==> config.mk <==
export PLATFORM = sky130hd
export DESIGN_NAME = ssck_core
export DESIGN_NICKNAME = d
export VERILOG_FILES = /design/src/design/ssck_core.v
export VERILOG_INCLUDE_DIRS = /design/src /design/src/pkg
export SDC_FILE = /design/constraint.sdc
export NUM_CORES = 1
export LEC_CHECK = 0
export ABC_CLOCK_PERIOD_IN_PS = 4500
export BUFFER_PORTS_ARGS = -buffer_cell sky130_fd_sc_hd__buf_4
export CAP_MARGIN = 10
export CORE_MARGIN = 1.5
export CORE_UTILIZATION = 60
export DETAILED_ROUTE_END_ITERATION = 8
export PLACE_DENSITY = 0.84
export SLEW_MARGIN = 20
export SYNTH_ARGS = -nofsm -noshare
export SYNTH_HDL_FRONTEND = slang
export SYNTH_SLANG_ARGS = --single-unit
==> constraint.sdc <==
create_clock -name ref_clk_i -period 4.5 [get_ports ref_clk_i]
set_input_delay 0.9 -clock ref_clk_i [delete_from_list [all_inputs] [get_ports ref_clk_i]]
set_output_delay 0.9 -clock ref_clk_i [all_outputs]
set_load 0.02 [all_outputs]
==> src/pkg/ssck_regs.vh <==
// Register map, field positions, reset values and response codes of the serial clocking core.
// Included by the design file; definitions only.
`ifndef SSCK_REGS_VH
`define SSCK_REGS_VH

`define SSCK_DIV_MODE_OFF 8'h00
`define SSCK_TX_CLK_MODE_OFF 8'h04
`define SSCK_RX_CLK_MODE_OFF 8'h08
`define SSCK_CTRL_OFF 8'h0c
`define SSCK_STATUS_OFF 8'h10
`define SSCK_IRQ_MASK_OFF 8'h14
`define SSCK_TX_DATA_OFF 8'h18
`define SSCK_RX_DATA_OFF 8'h1c

`define SSCK_DIV_W 12
`define SSCK_DIV_RST 12'h000

// Clock mode register fields
`define SSCK_CKS_LSB 0
`define SSCK_CKS_EXT 2'h0
`define SSCK_CKS_OTHER 2'h1
`define SSCK_CKS_DIV 2'h2
`define SSCK_CKO_LSB 2
`define SSCK_CKO_NONE 2'h0
`define SSCK_CKO_CONT 2'h1
`define SSCK_CKO_XFER 2'h2
`define SSCK_CKI_BIT 5
`define SSCK_START_LSB 8
`define SSCK_ST_CONT 3'h0
`define SSCK_ST_OTHER 3'h1
`define SSCK_ST_LOW 3'h2
`define SSCK_ST_HIGH 3'h3
`define SSCK_ST_FALL 3'h4
`define SSCK_ST_RISE 3'h5
`define SSCK_ST_LEVEL 3'h6
`define SSCK_ST_ANY 3'h7
`define SSCK_CMR_RST 16'h0000
`define SSCK_CMR_MASK 32'h0000073f

// Control bits
`define SSCK_CTRL_TXEN 0
`define SSCK_CTRL_RXEN 1

// Status / interrupt bits
`define SSCK_ST_TXRDY 0
`define SSCK_ST_RXRDY 1
`define SSCK_ST_TXSTART 2
`define SSCK_ST_RXSTART 3
`define SSCK_IRQ_W 4

`define SSCK_RESP_OKAY 2'h0
`define SSCK_RESP_SLVERR 2'h2

`endif

==> src/design/ssck_core.v <==
// Clocking core of a synchronous serial controller: divider, clock selection,
// pad drive, start detection, word transfer to and from the link, AXI4-Lite registers.
// Assumes pad inputs are synchronous to ref_clk_i and pad clocks run below half of it.
//
// How it works
// - Transmitter and receiver run independently; one shared divider serves both.
// - Each direction has data, a two-way bit clock and a frame-sync used as input only, its pad outputs tied off.
// - Each direction starts continuously, with the other side, or on frame-sync events.
// - Transmit clock comes from its pad, the receive clock, or the divider.
// - Receive clock comes from its pad, the transmit clock, or the divider.
// - Each direction may drive its own clock pad as an output.
// - Divider setting is twelve bits, up to 4095, ratio up to 8190.
// - A zero setting keeps the divider idle with no output clock.
// - Divided clock frequency is master clock over twice the setting.
// - High and low phases each last exactly setting master-clock cycles.
// - One divided clock feeds both clock selectors.
// - Transmit clock mode register selects and optionally inverts the transmit clock.
// - Inversion acts on the internal clock only, never on driven pads.
// - Clock pad is driven continuously or only during a transfer.
// - Each side may borrow the other's clock and start.
// - Interrupt line asserts when any pending source is unmasked.
// - Status register shows which source is pending.
// - Each source has its own mask bit.
// - Two transfer channels of 32-bit words, one per direction.
// - Receive clock mode register selects and optionally inverts the receive clock.
`timescale 1ns/100ps
`include "ssck_regs.vh"

module ssck_core #(
    parameter WORD_W = 32
) (
    input wire ref_clk_i,
    input wire resetn_i,
    input wire [7:0] s_axi_awaddr,
    input wire s_axi_awvalid,
    output wire s_axi_awready,
    input wire [31:0] s_axi_wdata,
    input wire [3:0] s_axi_wstrb,
    input wire s_axi_wvalid,
    output wire s_axi_wready,
    output wire [1:0] s_axi_bresp,
    output wire s_axi_bvalid,
    input wire s_axi_bready,
    input wire [7:0] s_axi_araddr,
    input wire s_axi_arvalid,
    output wire s_axi_arready,
    output wire [31:0] s_axi_rdata,
    output wire [1:0] s_axi_rresp,
    output wire s_axi_rvalid,
    input wire s_axi_rready,
    output wire tx_serial_out_o,
    input wire rx_serial_in_i,
    input wire tx_bit_clock_pad_i,
    output wire tx_bit_clock_pad_o,
    output wire tx_bit_clock_pad_oe_o,
    input wire rx_bit_clock_pad_i,
    output wire rx_bit_clock_pad_o,
    output wire rx_bit_clock_pad_oe_o,
    input wire tx_frame_sync_pad_i,
    output wire tx_frame_sync_pad_o,
    output wire tx_frame_sync_pad_oe_o,
    input wire rx_frame_sync_pad_i,
    output wire rx_frame_sync_pad_o,
    output wire rx_frame_sync_pad_oe_o,
    input wire tx_chan_valid_i,
    output wire tx_chan_ready_o,
    input wire [WORD_W-1:0] tx_chan_data_i,
    output wire rx_chan_valid_o,
    input wire rx_chan_ready_i,
    output wire [WORD_W-1:0] rx_chan_data_o,
    output wire irq_o
);

    localparam [5:0] CNT_W = 6;

    reg [`SSCK_DIV_W-1:0] div_q;
    reg [15:0] tcmr_q;
    reg [15:0] rcmr_q;
    reg [1:0] ctrl_q;
    reg [`SSCK_IRQ_W-1:0] status_q;
    reg [`SSCK_IRQ_W-1:0] mask_q;
    reg [`SSCK_DIV_W-1:0] dcnt_q;
    reg dclk_q;
    reg [WORD_W-1:0] tx_hold_q;
    reg tx_full_q;
    reg [WORD_W-1:0] tx_shift_q;
    reg [CNT_W-1:0] tx_cnt_q;
    reg tx_busy_q;
    reg [WORD_W-1:0] rx_shift_q;
    reg [CNT_W-1:0] rx_cnt_q;
    reg rx_busy_q;
    reg [WORD_W-1:0] rx_data_q;
    reg rx_full_q;
    reg tclk_prev_q;
    reg rclk_prev_q;
    reg tfs_prev_q;
    reg rfs_prev_q;
    reg tx_out_q;
    reg aw_got_q;
    reg w_got_q;
    reg [7:0] awaddr_q;
    reg [31:0] wdata_q;
    reg bvalid_q;
    reg [1:0] bresp_q;
    reg rvalid_q;
    reg [31:0] rdata_q;
    reg [1:0] rresp_q;

    // Divider: counts from zero to one below the setting then flips, so each phase lasts exactly the setting
    wire div_wr;
    wire div_on = (div_q != `SSCK_DIV_RST);
    always @(posedge ref_clk_i or negedge resetn_i) begin
        if (!resetn_i) begin
            dcnt_q <= `SSCK_DIV_RST;
            dclk_q <= 1'b0;
        end else if (div_wr || !div_on) begin
            dcnt_q <= `SSCK_DIV_RST;
            dclk_q <= 1'b0;
        end else if (dcnt_q == div_q - 12'h001) begin
            dcnt_q <= `SSCK_DIV_RST;
            dclk_q <= ~dclk_q;
        end else begin
            dcnt_q <= dcnt_q + 12'h001;
        end
    end

    // Clock selection; the base pad-or-divider clocks feed each other to avoid a loop
    wire [1:0] t_cks = tcmr_q[`SSCK_CKS_LSB+1:`SSCK_CKS_LSB];
    wire [1:0] r_cks = rcmr_q[`SSCK_CKS_LSB+1:`SSCK_CKS_LSB];
    wire tclk_raw_base = (t_cks == `SSCK_CKS_DIV) ? dclk_q : tx_bit_clock_pad_i;
    wire rclk_raw_base = (r_cks == `SSCK_CKS_DIV) ? dclk_q : rx_bit_clock_pad_i;
    wire tclk_raw = (t_cks == `SSCK_CKS_OTHER) ? rclk_raw_base : tclk_raw_base;
    wire rclk_raw = (r_cks == `SSCK_CKS_OTHER) ? tclk_raw_base : rclk_raw_base;
    wire tclk = tclk_raw ^ tcmr_q[`SSCK_CKI_BIT];
    wire rclk = rclk_raw ^ rcmr_q[`SSCK_CKI_BIT];
    wire t_rise = tclk && !tclk_prev_q;
    wire t_fall = !tclk && tclk_prev_q;
    wire r_rise = rclk && !rclk_prev_q;

    // Pads carry the uninverted clock; driving a pad fed from itself is left to software
    wire [1:0] t_cko = tcmr_q[`SSCK_CKO_LSB+1:`SSCK_CKO_LSB];
    wire [1:0] r_cko = rcmr_q[`SSCK_CKO_LSB+1:`SSCK_CKO_LSB];
    assign tx_bit_clock_pad_o = tclk_raw;
    assign rx_bit_clock_pad_o = rclk_raw;
    assign tx_bit_clock_pad_oe_o = (t_cko == `SSCK_CKO_CONT) || ((t_cko == `SSCK_CKO_XFER) && tx_busy_q);
    assign rx_bit_clock_pad_oe_o = (r_cko == `SSCK_CKO_CONT) || ((r_cko == `SSCK_CKO_XFER) && rx_busy_q);
    // Frame-sync lines are inputs here; waveform generation lives elsewhere
    assign tx_frame_sync_pad_o = 1'b0;
    assign tx_frame_sync_pad_oe_o = 1'b0;
    assign rx_frame_sync_pad_o = 1'b0;
    assign rx_frame_sync_pad_oe_o = 1'b0;

    // Start events per direction
    function start_hit;
        input [2:0] sel;
        input fs;
        input fs_prev;
        input other;
        begin
            case (sel)
                `SSCK_ST_CONT: start_hit = 1'b1;
                `SSCK_ST_OTHER: start_hit = other;
                `SSCK_ST_LOW: start_hit = !fs;
                `SSCK_ST_HIGH: start_hit = fs;
                `SSCK_ST_FALL: start_hit = fs_prev && !fs;
                `SSCK_ST_RISE: start_hit = !fs_prev && fs;
                default: start_hit = fs != fs_prev;
            endcase
        end
    endfunction

    wire tx_go = ctrl_q[`SSCK_CTRL_TXEN] && !tx_busy_q && tx_full_q && t_fall;
    wire rx_go = ctrl_q[`SSCK_CTRL_RXEN] && !rx_busy_q && r_rise;
    wire tx_start = tx_go && start_hit(tcmr_q[`SSCK_START_LSB+2:`SSCK_START_LSB],
        tx_frame_sync_pad_i, tfs_prev_q, rx_busy_q);
    wire rx_start = rx_go && start_hit(rcmr_q[`SSCK_START_LSB+2:`SSCK_START_LSB],
        rx_frame_sync_pad_i, rfs_prev_q, tx_busy_q);

    // Transmit channel, holding register and shifter
    wire tx_take = tx_chan_valid_i && !tx_full_q;
    assign tx_chan_ready_o = !tx_full_q;
    wire tx_done = tx_busy_q && t_fall && (tx_cnt_q == WORD_W - 1);
    always @(posedge ref_clk_i or negedge resetn_i) begin
        if (!resetn_i) begin
            tx_hold_q <= {WORD_W{1'b0}};
            tx_full_q <= 1'b0;
            tx_shift_q <= {WORD_W{1'b0}};
            tx_cnt_q <= {CNT_W{1'b0}};
            tx_busy_q <= 1'b0;
            tx_out_q <= 1'b0;
            tclk_prev_q <= 1'b0;
            tfs_prev_q <= 1'b0;
        end else begin
            tclk_prev_q <= tclk;
            tfs_prev_q <= tx_frame_sync_pad_i;
            if (tx_start) begin
                tx_shift_q <= {tx_hold_q[WORD_W-2:0], 1'b0};
                tx_out_q <= tx_hold_q[WORD_W-1];
                tx_full_q <= 1'b0;
                tx_busy_q <= 1'b1;
                tx_cnt_q <= {CNT_W{1'b0}};
            end else begin
                if (tx_take) begin
                    tx_hold_q <= tx_chan_data_i;
                    tx_full_q <= 1'b1;
                end
                if (tx_done) begin
                    tx_busy_q <= 1'b0;
                end else if (tx_busy_q && t_fall) begin
                    tx_out_q <= tx_shift_q[WORD_W-1];
                    tx_shift_q <= {tx_shift_q[WORD_W-2:0], 1'b0};
                    tx_cnt_q <= tx_cnt_q + 6'h01;
                end
            end
        end
    end
    assign tx_serial_out_o = tx_out_q;

    // Receive shifter and holding register; an unread word is overwritten
    wire rx_last = rx_busy_q && r_rise && (rx_cnt_q == WORD_W - 1);
    assign rx_chan_valid_o = rx_full_q;
    assign rx_chan_data_o = rx_data_q;
    always @(posedge ref_clk_i or negedge resetn_i) begin
        if (!resetn_i) begin
            rx_shift_q <= {WORD_W{1'b0}};
            rx_cnt_q <= {CNT_W{1'b0}};
            rx_busy_q <= 1'b0;
            rx_data_q <= {WORD_W{1'b0}};
            rx_full_q <= 1'b0;
            rclk_prev_q <= 1'b0;
            rfs_prev_q <= 1'b0;
        end else begin
            rclk_prev_q <= rclk;
            rfs_prev_q <= rx_frame_sync_pad_i;
            if (rx_start) begin
                rx_shift_q <= {{(WORD_W-1){1'b0}}, rx_serial_in_i};
                rx_cnt_q <= 6'h01;
                rx_busy_q <= 1'b1;
            end else if (rx_busy_q && r_rise) begin
                rx_shift_q <= {rx_shift_q[WORD_W-2:0], rx_serial_in_i};
                rx_cnt_q <= rx_cnt_q + 6'h01;
                if (rx_cnt_q == WORD_W - 1)
                    rx_busy_q <= 1'b0;
            end
            if (rx_last) begin
                rx_data_q <= {rx_shift_q[WORD_W-2:0], rx_serial_in_i};
                rx_full_q <= 1'b1;
            end else if (rx_full_q && rx_chan_ready_i) begin
                rx_full_q <= 1'b0;
            end
        end
    end

    // AXI4-Lite slave: one write and one read at a time
    assign s_axi_awready = !aw_got_q && !bvalid_q;
    assign s_axi_wready = !w_got_q && !bvalid_q;
    assign s_axi_bvalid = bvalid_q;
    assign s_axi_bresp = bresp_q;
    assign s_axi_arready = !rvalid_q;
    assign s_axi_rvalid = rvalid_q;
    assign s_axi_rdata = rdata_q;
    assign s_axi_rresp = rresp_q;
    wire wr_fire = aw_got_q && w_got_q && !bvalid_q;
    wire [7:0] wa = awaddr_q;
    assign div_wr = wr_fire && (wa == `SSCK_DIV_MODE_OFF);
    wire st_clr = wr_fire && (wa == `SSCK_STATUS_OFF);
    wire [31:0] cmr_wr = wdata_q & `SSCK_CMR_MASK;
    wire [`SSCK_IRQ_W-1:0] ev = {rx_start, tx_start, rx_last, tx_start};

    always @(posedge ref_clk_i or negedge resetn_i) begin
        if (!resetn_i) begin
            aw_got_q <= 1'b0;
            w_got_q <= 1'b0;
            awaddr_q <= 8'h00;
            wdata_q <= 32'h00000000;
            bvalid_q <= 1'b0;
            bresp_q <= `SSCK_RESP_OKAY;
            div_q <= `SSCK_DIV_RST;
            tcmr_q <= `SSCK_CMR_RST;
            rcmr_q <= `SSCK_CMR_RST;
            ctrl_q <= 2'h0;
            mask_q <= 4'h0;
            status_q <= 4'h0;
        end else begin
            if (s_axi_awvalid && s_axi_awready) begin
                aw_got_q <= 1'b1;
                awaddr_q <= s_axi_awaddr;
            end
            if (s_axi_wvalid && s_axi_wready) begin
                w_got_q <= 1'b1;
                wdata_q <= s_axi_wdata;
            end
            if (bvalid_q && s_axi_bready)
                bvalid_q <= 1'b0;
            // Status is write-one-to-clear; a new event in the same cycle wins
            status_q <= (status_q & ~(st_clr ? wdata_q[`SSCK_IRQ_W-1:0] : 4'h0)) | ev;
            if (wr_fire) begin
                aw_got_q <= 1'b0;
                w_got_q <= 1'b0;
                bvalid_q <= 1'b1;
                bresp_q <= `SSCK_RESP_OKAY;
                if (wa == `SSCK_DIV_MODE_OFF) begin
                    div_q <= wdata_q[`SSCK_DIV_W-1:0];
                end else if (wa == `SSCK_TX_CLK_MODE_OFF) begin
                    tcmr_q <= cmr_wr[15:0];
                end else if (wa == `SSCK_RX_CLK_MODE_OFF) begin
                    rcmr_q <= cmr_wr[15:0];
                end else if (wa == `SSCK_CTRL_OFF) begin
                    ctrl_q <= wdata_q[1:0];
                end else if (wa == `SSCK_IRQ_MASK_OFF) begin
                    mask_q <= wdata_q[`SSCK_IRQ_W-1:0];
                end else if (wa != `SSCK_STATUS_OFF) begin
                    bresp_q <= `SSCK_RESP_SLVERR;
                end
            end
        end
    end

    always @(posedge ref_clk_i or negedge resetn_i) begin
        if (!resetn_i) begin
            rvalid_q <= 1'b0;
            rdata_q <= 32'h00000000;
            rresp_q <= `SSCK_RESP_OKAY;
        end else if (rvalid_q) begin
            if (s_axi_rready)
                rvalid_q <= 1'b0;
        end else if (s_axi_arvalid) begin
            rvalid_q <= 1'b1;
            rresp_q <= `SSCK_RESP_OKAY;
            rdata_q <= 32'h00000000;
            if (s_axi_araddr == `SSCK_DIV_MODE_OFF) begin
                rdata_q <= {20'h00000, div_q};
            end else if (s_axi_araddr == `SSCK_TX_CLK_MODE_OFF) begin
                rdata_q <= {16'h0000, tcmr_q};
            end else if (s_axi_araddr == `SSCK_RX_CLK_MODE_OFF) begin
                rdata_q <= {16'h0000, rcmr_q};
            end else if (s_axi_araddr == `SSCK_CTRL_OFF) begin
                rdata_q <= {30'h00000000, ctrl_q};
            end else if (s_axi_araddr == `SSCK_STATUS_OFF) begin
                rdata_q <= {26'h0000000, rx_busy_q, tx_busy_q, status_q};
            end else if (s_axi_araddr == `SSCK_IRQ_MASK_OFF) begin
                rdata_q <= {28'h0000000, mask_q};
            end else if (s_axi_araddr == `SSCK_TX_DATA_OFF) begin
                rdata_q <= tx_hold_q;
            end else if (s_axi_araddr == `SSCK_RX_DATA_OFF) begin
                rdata_q <= rx_data_q;
            end else begin
                rresp_q <= `SSCK_RESP_SLVERR;
            end
        end
    end

    assign irq_o = |(status_q & mask_q);

endmodule

After elaboration in Yosys (flattened, before gate mapping)
Cells that the tools add are included.
{ "op_classes": {"n_addsub": 4, "eq_ne": 37, "mux": 64, "n_bitwise": 13, "reduce_logical": 72} }
{ "op_table": {"columns": ["cell", "count"], "rows": [
  ["$mux 32", 11],
  ["$mux 31", 2],
  ["$eq 8x5->1 const B", 6],
  ["$eq 8x4->1 const B", 4],
  ["$logic_and 1x1->1", 30],
  ["$mux 6", 5],
  ["$mux 2", 14],
  ["$mux 1", 27],
  ["$mux 12", 2],
  ["$reduce_bool 2->1", 10],
  ["$eq 8x3->1 const B", 2],
  ["$logic_not 8->1", 2],
  ["$logic_not 1->1", 14],
  ["$add 12x1->12 const B", 1],
  ["$add 6x1->6 const B", 2],
  ["$eq 12x12->1", 1],
  ["$eq 3x2->1 const B", 4],
  ["$eq 3x3->1 const B", 4],
  ["$eq 6x5->1 const B", 2],
  ["$pmux 1 s6", 2],
  ["$reduce_bool 12->1", 1],
  ["$sub 12x1->12 const B", 1],
  ["$reduce_and 2->1", 5],
  ["$and 4x4->4", 2],
  ["18 further kinds", 36]
]} }
{ "totals": {"reg_bits": 261, "in_bits": 98, "output_inout_bits": 85, "wordCells": 222} }

Longest topological paths before layout
{ "depth": {"word_depth": 10, "ltp_mapped": 10, "ltp_nobuf": 8} }

Least setup slack after synthesis
No wires, ideal clock.
{ "synth_path": {"kind": "input to register", "start": "input rx_bit_clock_pad_i", "end": "register tx_shift_q[20]", "setup_ns": 0.125, "arrival_ns": 2.775, "required_ns": 4.375, "slack_ns": 1.600, "cell_stages": 7, "path_buffers": 2, "cell_sequence": "a2111o_1 > and3b_4 > or4b_4 > buf_6 > buf_6 > mux2_1 > mux2_2"} }
{ "synth_via": {"elab_chain_cells": 9, "elab_cells_between_ends": 13} }
{ "synth_lines": {"columns": ["element", "line_no", "source"], "rows": [
  ["from (decl)", "ssck_core.v:56", "input wire rx_bit_clock_pad_i,"],
  ["$mux 1 *", "ssck_core.v:131", "wire rclk_raw_base = (r_cks == `SSCK_CKS_DIV) ? dclk_q : rx_bit_clock_pad_i;"],
  ["$mux 1 *", "ssck_core.v:132", "wire tclk_raw = (t_cks == `SSCK_CKS_OTHER) ? rclk_raw_base : tclk_raw_base;"],
  ["$xor 1x1->1 *", "ssck_core.v:134", "wire tclk = tclk_raw ^ tcmr_q[`SSCK_CKI_BIT];"],
  ["$logic_not 1->1 *", "ssck_core.v:137", "wire t_fall = !tclk && tclk_prev_q;"],
  ["$logic_and 1x1->1 *", "ssck_core.v:137", null],
  ["$logic_and 1x1->1 (on tied branches)", "ssck_core.v:172, ssck_core.v:182, ssck_core.v:209", null],
  ["$logic_and 1x1->1 (on tied branches)", "ssck_core.v:174, ssck_core.v:182", null],
  ["$ne 2x2->1 (no source line) / $reduce_bool 2->1 (equally long branches)", null, null],
  ["$reduce_and 2->1 (no source line)", null, null],
  ["to (signal assigned)", "ssck_core.v:187", "tx_shift_q <= {WORD_W{1'b0}};"],
  ["to (signal assigned)", "ssck_core.v:197", "tx_shift_q <= {tx_hold_q[WORD_W-2:0], 1'b0};"],
  ["to (signal assigned)", "ssck_core.v:211", "tx_shift_q <= {tx_shift_q[WORD_W-2:0], 1'b0};"],
  ["to (decl)", "ssck_core.v:86", "reg [WORD_W-1:0] tx_shift_q;"]
]} }
Mark *: on every way between the ends. The rest lies on a longest branch, timed or not.
A chain may end at the register's enable or synchronous reset.

Worst setup path after layout
{ "layout_path": {"start": "register tcmr_q[1]", "end": "register rx_data_q[29] (netlist: rx_chan_data_o[29])"} }
{ "layout_via": {"elab_chain_cells": 7} }
{ "layout_lines": {"columns": ["element", "line_no", "source"], "rows": [
  ["from (decl)", "ssck_core.v:77", "reg [15:0] tcmr_q;"],
  ["from (signal assigned)", "ssck_core.v:279", "tcmr_q <= `SSCK_CMR_RST;"],
  ["from (signal assigned)", "ssck_core.v:305", "tcmr_q <= cmr_wr[15:0];"],
  ["$eq 2x2->1 (no source line)", null, null],
  ["$mux 1", "ssck_core.v:130", "wire tclk_raw_base = (t_cks == `SSCK_CKS_DIV) ? dclk_q : tx_bit_clock_pad_i;"],
  ["$mux 1", "ssck_core.v:133", "wire rclk_raw = (r_cks == `SSCK_CKS_OTHER) ? tclk_raw_base : rclk_raw_base;"],
  ["$xor 1x1->1", "ssck_core.v:135", "wire rclk = rclk_raw ^ rcmr_q[`SSCK_CKI_BIT];"],
  ["$logic_and 1x1->1", "ssck_core.v:138", "wire r_rise = rclk && !rclk_prev_q;"],
  ["$logic_and 1x1->1 (2 in a row)", "ssck_core.v:220", "wire rx_last = rx_busy_q && r_rise && (rx_cnt_q == WORD_W - 1);"],
  ["to (signal assigned)", "ssck_core.v:228", "rx_data_q <= {WORD_W{1'b0}};"],
  ["to (signal assigned)", "ssck_core.v:246", "rx_data_q <= {rx_shift_q[WORD_W-2:0], rx_serial_in_i};"],
  ["to (decl)", "ssck_core.v:92", "reg [WORD_W-1:0] rx_data_q;"]
]} }
Every way passes these cells.

==> summary.txt <==
Hold path
  • End of the worst hold path: s_axi_rdata[20]$_DFFE_PN0P_
  • Cell depth of the worst hold path: 2
  • Startpoint of the lowest-slack hold path: s_axi_rdata[20]$_DFFE_PN0P_
  • Worst min path class: reg2reg

Worst setup path
  • Endpoint type of the worst setup path: flip-flop
  • Maximum cell stage delay along the critical path: 0.47 ns
  • Capture point of the worst reg-to-reg path: rx_chan_data_o[29]$_DFFE_PN0P_
  • Crit-path slowest cell: sky130_fd_sc_hd__a2111oi_4
  • Setup Crit Path Kind: reg2reg
  • Arrival time at the worst endpoint: 3.41 ns
  • Category of the worst setup path launch point: flip-flop
  • Maximum fanout along the worst path: 19
  • Cell count of the worst reg-to-reg path: 7
  • Reg-to-reg critical path startpoint: tcmr_q[1]$_DFFE_PN0P_
  • Worst setup slack for register-to-register paths: 1.50 ns
  • Crit path cell chain: and3b_1, a2111oi_4, o21ai_0, a211oi_4, nand3_2, buf_4, mux2_1
  • CP required: 4.90 ns

Cells and area
  • Layout cells sized above 1: 34.2%
  • Relative area change from synthesis to final layout: 18.7%
  • Number of inserted filler cells in the final layout: 1,388
  • Register area: 0.00646 mm²
  • Number of nets in the layout: 1,223
  • Post-route core utilization: 72.2%
  • Multi-input gate area in the final layout: 0.00500 mm²
  • Inserted Diodes: 0

Logic synthesis
  • Cell accounting for the most synthesized area: sky130_fd_sc_hd__dfrtp_1
  • Post-synthesis cell count: 977
  • Yosys top cell area share: 54.7%
  • Number of distinct standard cells referenced by the synthesized netlist: 68
  • Synth Register Bits: 258
  • Area of the mapped netlist: 0.0118 mm²
  • Warnings, synthesis: 0
  • Cell types occupying the most area after synthesis: sky130_fd_sc_hd__dfrtp_1 55%, sky130_fd_sc_hd__mux2_2 16%, sky130_fd_sc_hd__nand2_1 2.5%
  • Post-synth EDFFs: 0
  • Primary flip-flop cell chosen by synthesis mapping: sky130_fd_sc_hd__dfrtp_1
  • Seq/Total Area, Yosys: 54.7%
  • Async S/R FF share, synth: 100%
  • Mean post-synth cell area: 12.1 µm²

Place
  • HPWL after detailed placement: 18,500 µm
  • Gp weighted congestion: 0.881
  • Number of buffers added on ports: 152

Detailed routing
  • Starting DRC count in detailed routing: 538
  • Length of the first detailed-routing pass in iterations: 5
  • Number of remaining DRC errors: 0
  • DR WL/cell: 19.1 µm
  • Number of nets with antenna violations after detailed routing: 0
  • Total wirelength of the detailed-routed design: 26,700 µm
  • Via density per instance: 5.91
  • Total via count in the routed design: 8,278

Global route
  • Via count of the first global-routing pass: 8,494
  • Maximum number of pins on one net before global-route repair: 133
  • Remaining Overflow, GRT: 0
  • Overall routing resource usage: 27.1%
  • Wire length of the first global-routing pass: 43,700 µm
  • Number of antenna violations at the first check in global routing: 0

Timing
  • Post-route minimum period: 3.00 ns
  • RSZ-0062 raised after global routing: no
  • Final critical-path share of the clock period: 66.7%
  • Number of endpoints with negative hold slack in the final report: 0
  • Max Clock Skew: 0.0198 ns
  • Setup tns final: 0 ns
  • Worst-case headroom to the max-slew limit: 30.2%
  • Max-slew violation count: 0
  • Max frequency: 333 MHz
  • Worst slew pin tran: 1.04 ns
  • Total of endpoints with negative setup slack in the final report: 0

Clock network
  • # H-tree levels: 1
  • Cells resized by post-CTS repair: 0
  • Root cell of the clock tree: sky130_fd_sc_hd__clkbuf_16
  • Clock latency on the worst-skew pair: 0.53 ns
  • Post-CTS Setup Inserts: 0
  • Clock sink count: 258
  • Number of buffers created by CTS: 26
  • Clock tree from TritonCTS: built
  • Buffer levels on the longest clock path: 3
  • Clock-pin slew on the worst setup and hold paths: 0.06 ns
  • Total of hold buffers inserted after clock tree synthesis: 0

Floorplanning
  • Total die area: 0.0205 mm²
  • Area of the core: 0.0194 mm²
  • Boundary pin count: 183
  • Die Height: 143 µm
  • Initial cell density of the core: 60.8%
  • Die extent in x: 143 µm
  • Standard-cell row count: 51

Run
  • MaxCap Viol Count: 0

Pwr
  • Part of the total power dissipated in sequential elements: 45.1%
  • Leakage component of the power: 0.00672 µW
  • Int Pwr: 4580 µW
  • Fraction of power spent switching nets: 30.5%
  • Power dissipated by switching net loads: 2010 µW
  • IR Drop Worst-Case VDD: 463 µV
  • Clock power share: 32.6%
  • Combinational share of power: 22.3%
  • Total power density per cell area: 471 mW/mm²

Run status
  • Result of the run: completed
-- kinds of logic after synthesis --
kind of cell,share of synthesized area [%]
AND/OR/NAND/NOR,9.11
buffers and inverters,3.18
adder cells (fa/ha/maj),0.849
AO/OA/AOI/OAI,10.7
flip-flops,54.7
other,0.0318
multiplexers,19.2
XOR/XNOR,2.15
-- worst max-delay path by stage --
stage,slack (ns),end,start,cells after the start
after floorplan,1.60,tx_shift_q[20]$_DFFE_PN0P_,rx_bit_clock_pad_i,7
after global placement,1.22,rx_chan_data_o[29]$_DFFE_PN0P_,tx_bit_clock_pad_i,7
after detailed placement,1.22,rx_chan_data_o[29]$_DFFE_PN0P_,tx_bit_clock_pad_i,7
after CTS,1.49,rx_chan_data_o[29]$_DFFE_PN0P_,tcmr_q[1]$_DFFE_PN0P_,7
after global routing,1.34,rx_chan_data_o[29]$_DFFE_PN0P_,tcmr_q[1]$_DFFE_PN0P_,7
final,1.50,rx_chan_data_o[29]$_DFFE_PN0P_,tcmr_q[1]$_DFFE_PN0P_,7
-- cell usage after synthesis, types with 4 or more instances --
cell type	number
sky130_fd_sc_hd__buf_2	9
sky130_fd_sc_hd__nor4_1	12
sky130_fd_sc_hd__nand3_1	13
sky130_fd_sc_hd__a21oi_1	17
sky130_fd_sc_hd__nor2b_1	5
sky130_fd_sc_hd__o31ai_1	8
sky130_fd_sc_hd__mux2i_1	13
sky130_fd_sc_hd__and2_1	7
sky130_fd_sc_hd__xnor2_1	20
sky130_fd_sc_hd__a22o_1	29
sky130_fd_sc_hd__nor2_1	46
sky130_fd_sc_hd__o211ai_1	5
sky130_fd_sc_hd__nand4_1	6
sky130_fd_sc_hd__mux2_1	9
sky130_fd_sc_hd__nand2b_1	7
sky130_fd_sc_hd__a32oi_1	4
sky130_fd_sc_hd__a31oi_1	4
sky130_fd_sc_hd__clkbuf_1	40
sky130_fd_sc_hd__a22oi_1	26
sky130_fd_sc_hd__mux2_4	5
sky130_fd_sc_hd__or3_1	9
sky130_fd_sc_hd__a211oi_1	4
sky130_fd_sc_hd__a21o_1	6
sky130_fd_sc_hd__nor3_1	8
sky130_fd_sc_hd__xor2_1	9
sky130_fd_sc_hd__buf_4	6
sky130_fd_sc_hd__ha_1	8
sky130_fd_sc_hd__o21ai_0	49
sky130_fd_sc_hd__and3_1	7
sky130_fd_sc_hd__dfrtp_1	258
sky130_fd_sc_hd__nand2_1	79
sky130_fd_sc_hd__mux2_2	168
sky130_fd_sc_hd__inv_1	25
-- routing by layer --
layer / vias to the layer above / part of all wire [%] / track usage [%]
met3: 49 / 5.5 / 4.16
li1: 3784 / - / -
met4: 0 / 3.1 / 9.18
met5: - / 0 / 0.501
met1: 4176 / 41 / 34.9
met2: 269 / 50 / 47.0
-- critical path: cells and delay by family, from the launching register on --
family	cells	cell delay [ns]
AO/OA/AOI/OAI	3	1.04
buffers and inverters	1	0.39
flip-flops	1	0.44
multiplexers	1	0.33
AND/OR/NAND/NOR	2	0.67
-- layout make-up --
type | instances | area share, %
clock inverters | 7 | 0.626
clock buffers | 39 | 5.43
multi-input cells | 639 | 35.7
well taps | 265 | 2.37
flip-flops and latches | 258 | 46.1
inverters | 26 | 0.697
repair buffers | 166 | 9.04
-- metrics by stage --
| stage | instances | cell area, µm² | total power (µW) | hold slack, ns | setup slack [ns] |
|---|---|---|---|---|---|
| floorplan | 982 | 11800 | 3970 | 0.462 | 1.60 |
| global placement | 1354 | 13200 | 4370 | 0.462 | 1.22 |
| detailed placement | 1354 | 13200 | 4460 | 0.471 | 1.22 |
| CTS | 1400 | 14000 | 6620 | 0.484 | 1.49 |
| global route | 1400 | 14000 | 6900 | 0.511 | 1.34 |
| finish | 1400 | 14000 | 6590 | 0.479 | 1.50 |
-- sequential cells by signal, summed over array words and instances, names as in the netlist, 2 cells and up --
register,count
rx_chan_data_o,32
tx_cnt_q,6
tcmr_q,9
dcnt_q,12
rx_shift_q,31
awaddr_q,8
tx_hold_q,32
status_q,4
wdata_q,12
mask_q,4
s_axi_rdata,32
tx_shift_q,31
div_q,12
ctrl_q,2
rx_cnt_q,6
rcmr_q,9
-- cells in the final DEF (no fill, tap or decap), types with 5 or more instances in the layout --
cell type                     n
sky130_fd_sc_hd__conb_1       6
sky130_fd_sc_hd__inv_1       25
sky130_fd_sc_hd__a22oi_1     26
sky130_fd_sc_hd__mux2i_1     13
sky130_fd_sc_hd__clkbuf_1     8
sky130_fd_sc_hd__buf_4      164
sky130_fd_sc_hd__ha_1         8
sky130_fd_sc_hd__nor4_1      12
sky130_fd_sc_hd__nand3_1     13
sky130_fd_sc_hd__clkbuf_16   27
sky130_fd_sc_hd__o21ai_0     49
sky130_fd_sc_hd__dfrtp_1    258
sky130_fd_sc_hd__o31ai_1      8
sky130_fd_sc_hd__nor3_1       8
sky130_fd_sc_hd__a22o_1      29
sky130_fd_sc_hd__xor2_1       9
sky130_fd_sc_hd__mux2_4       5
sky130_fd_sc_hd__nand4_1      6
sky130_fd_sc_hd__and3_1       7
sky130_fd_sc_hd__mux2_1       9
sky130_fd_sc_hd__nand2_1     78
sky130_fd_sc_hd__o211ai_1     5
sky130_fd_sc_hd__a21o_1       6
sky130_fd_sc_hd__and2_1       7
sky130_fd_sc_hd__mux2_2     168
sky130_fd_sc_hd__nor2_1      46
sky130_fd_sc_hd__a21oi_1     17
sky130_fd_sc_hd__or3_1        9
sky130_fd_sc_hd__nand2b_1     7
sky130_fd_sc_hd__xnor2_1     20
-- power by group through the flow --
stage	Combinational, µW	Sequential, µW	Clock, µW
3_5_place_dp	1460	3000	0
6_report	1470	2970	2150
4_1_cts	1480	2960	2180
5_1_grt	1610	3010	2280
2_1_floorplan	1090	2870	0
3_3_place_gp	1400	2980	0
Power figures use the tool's default switching activity.
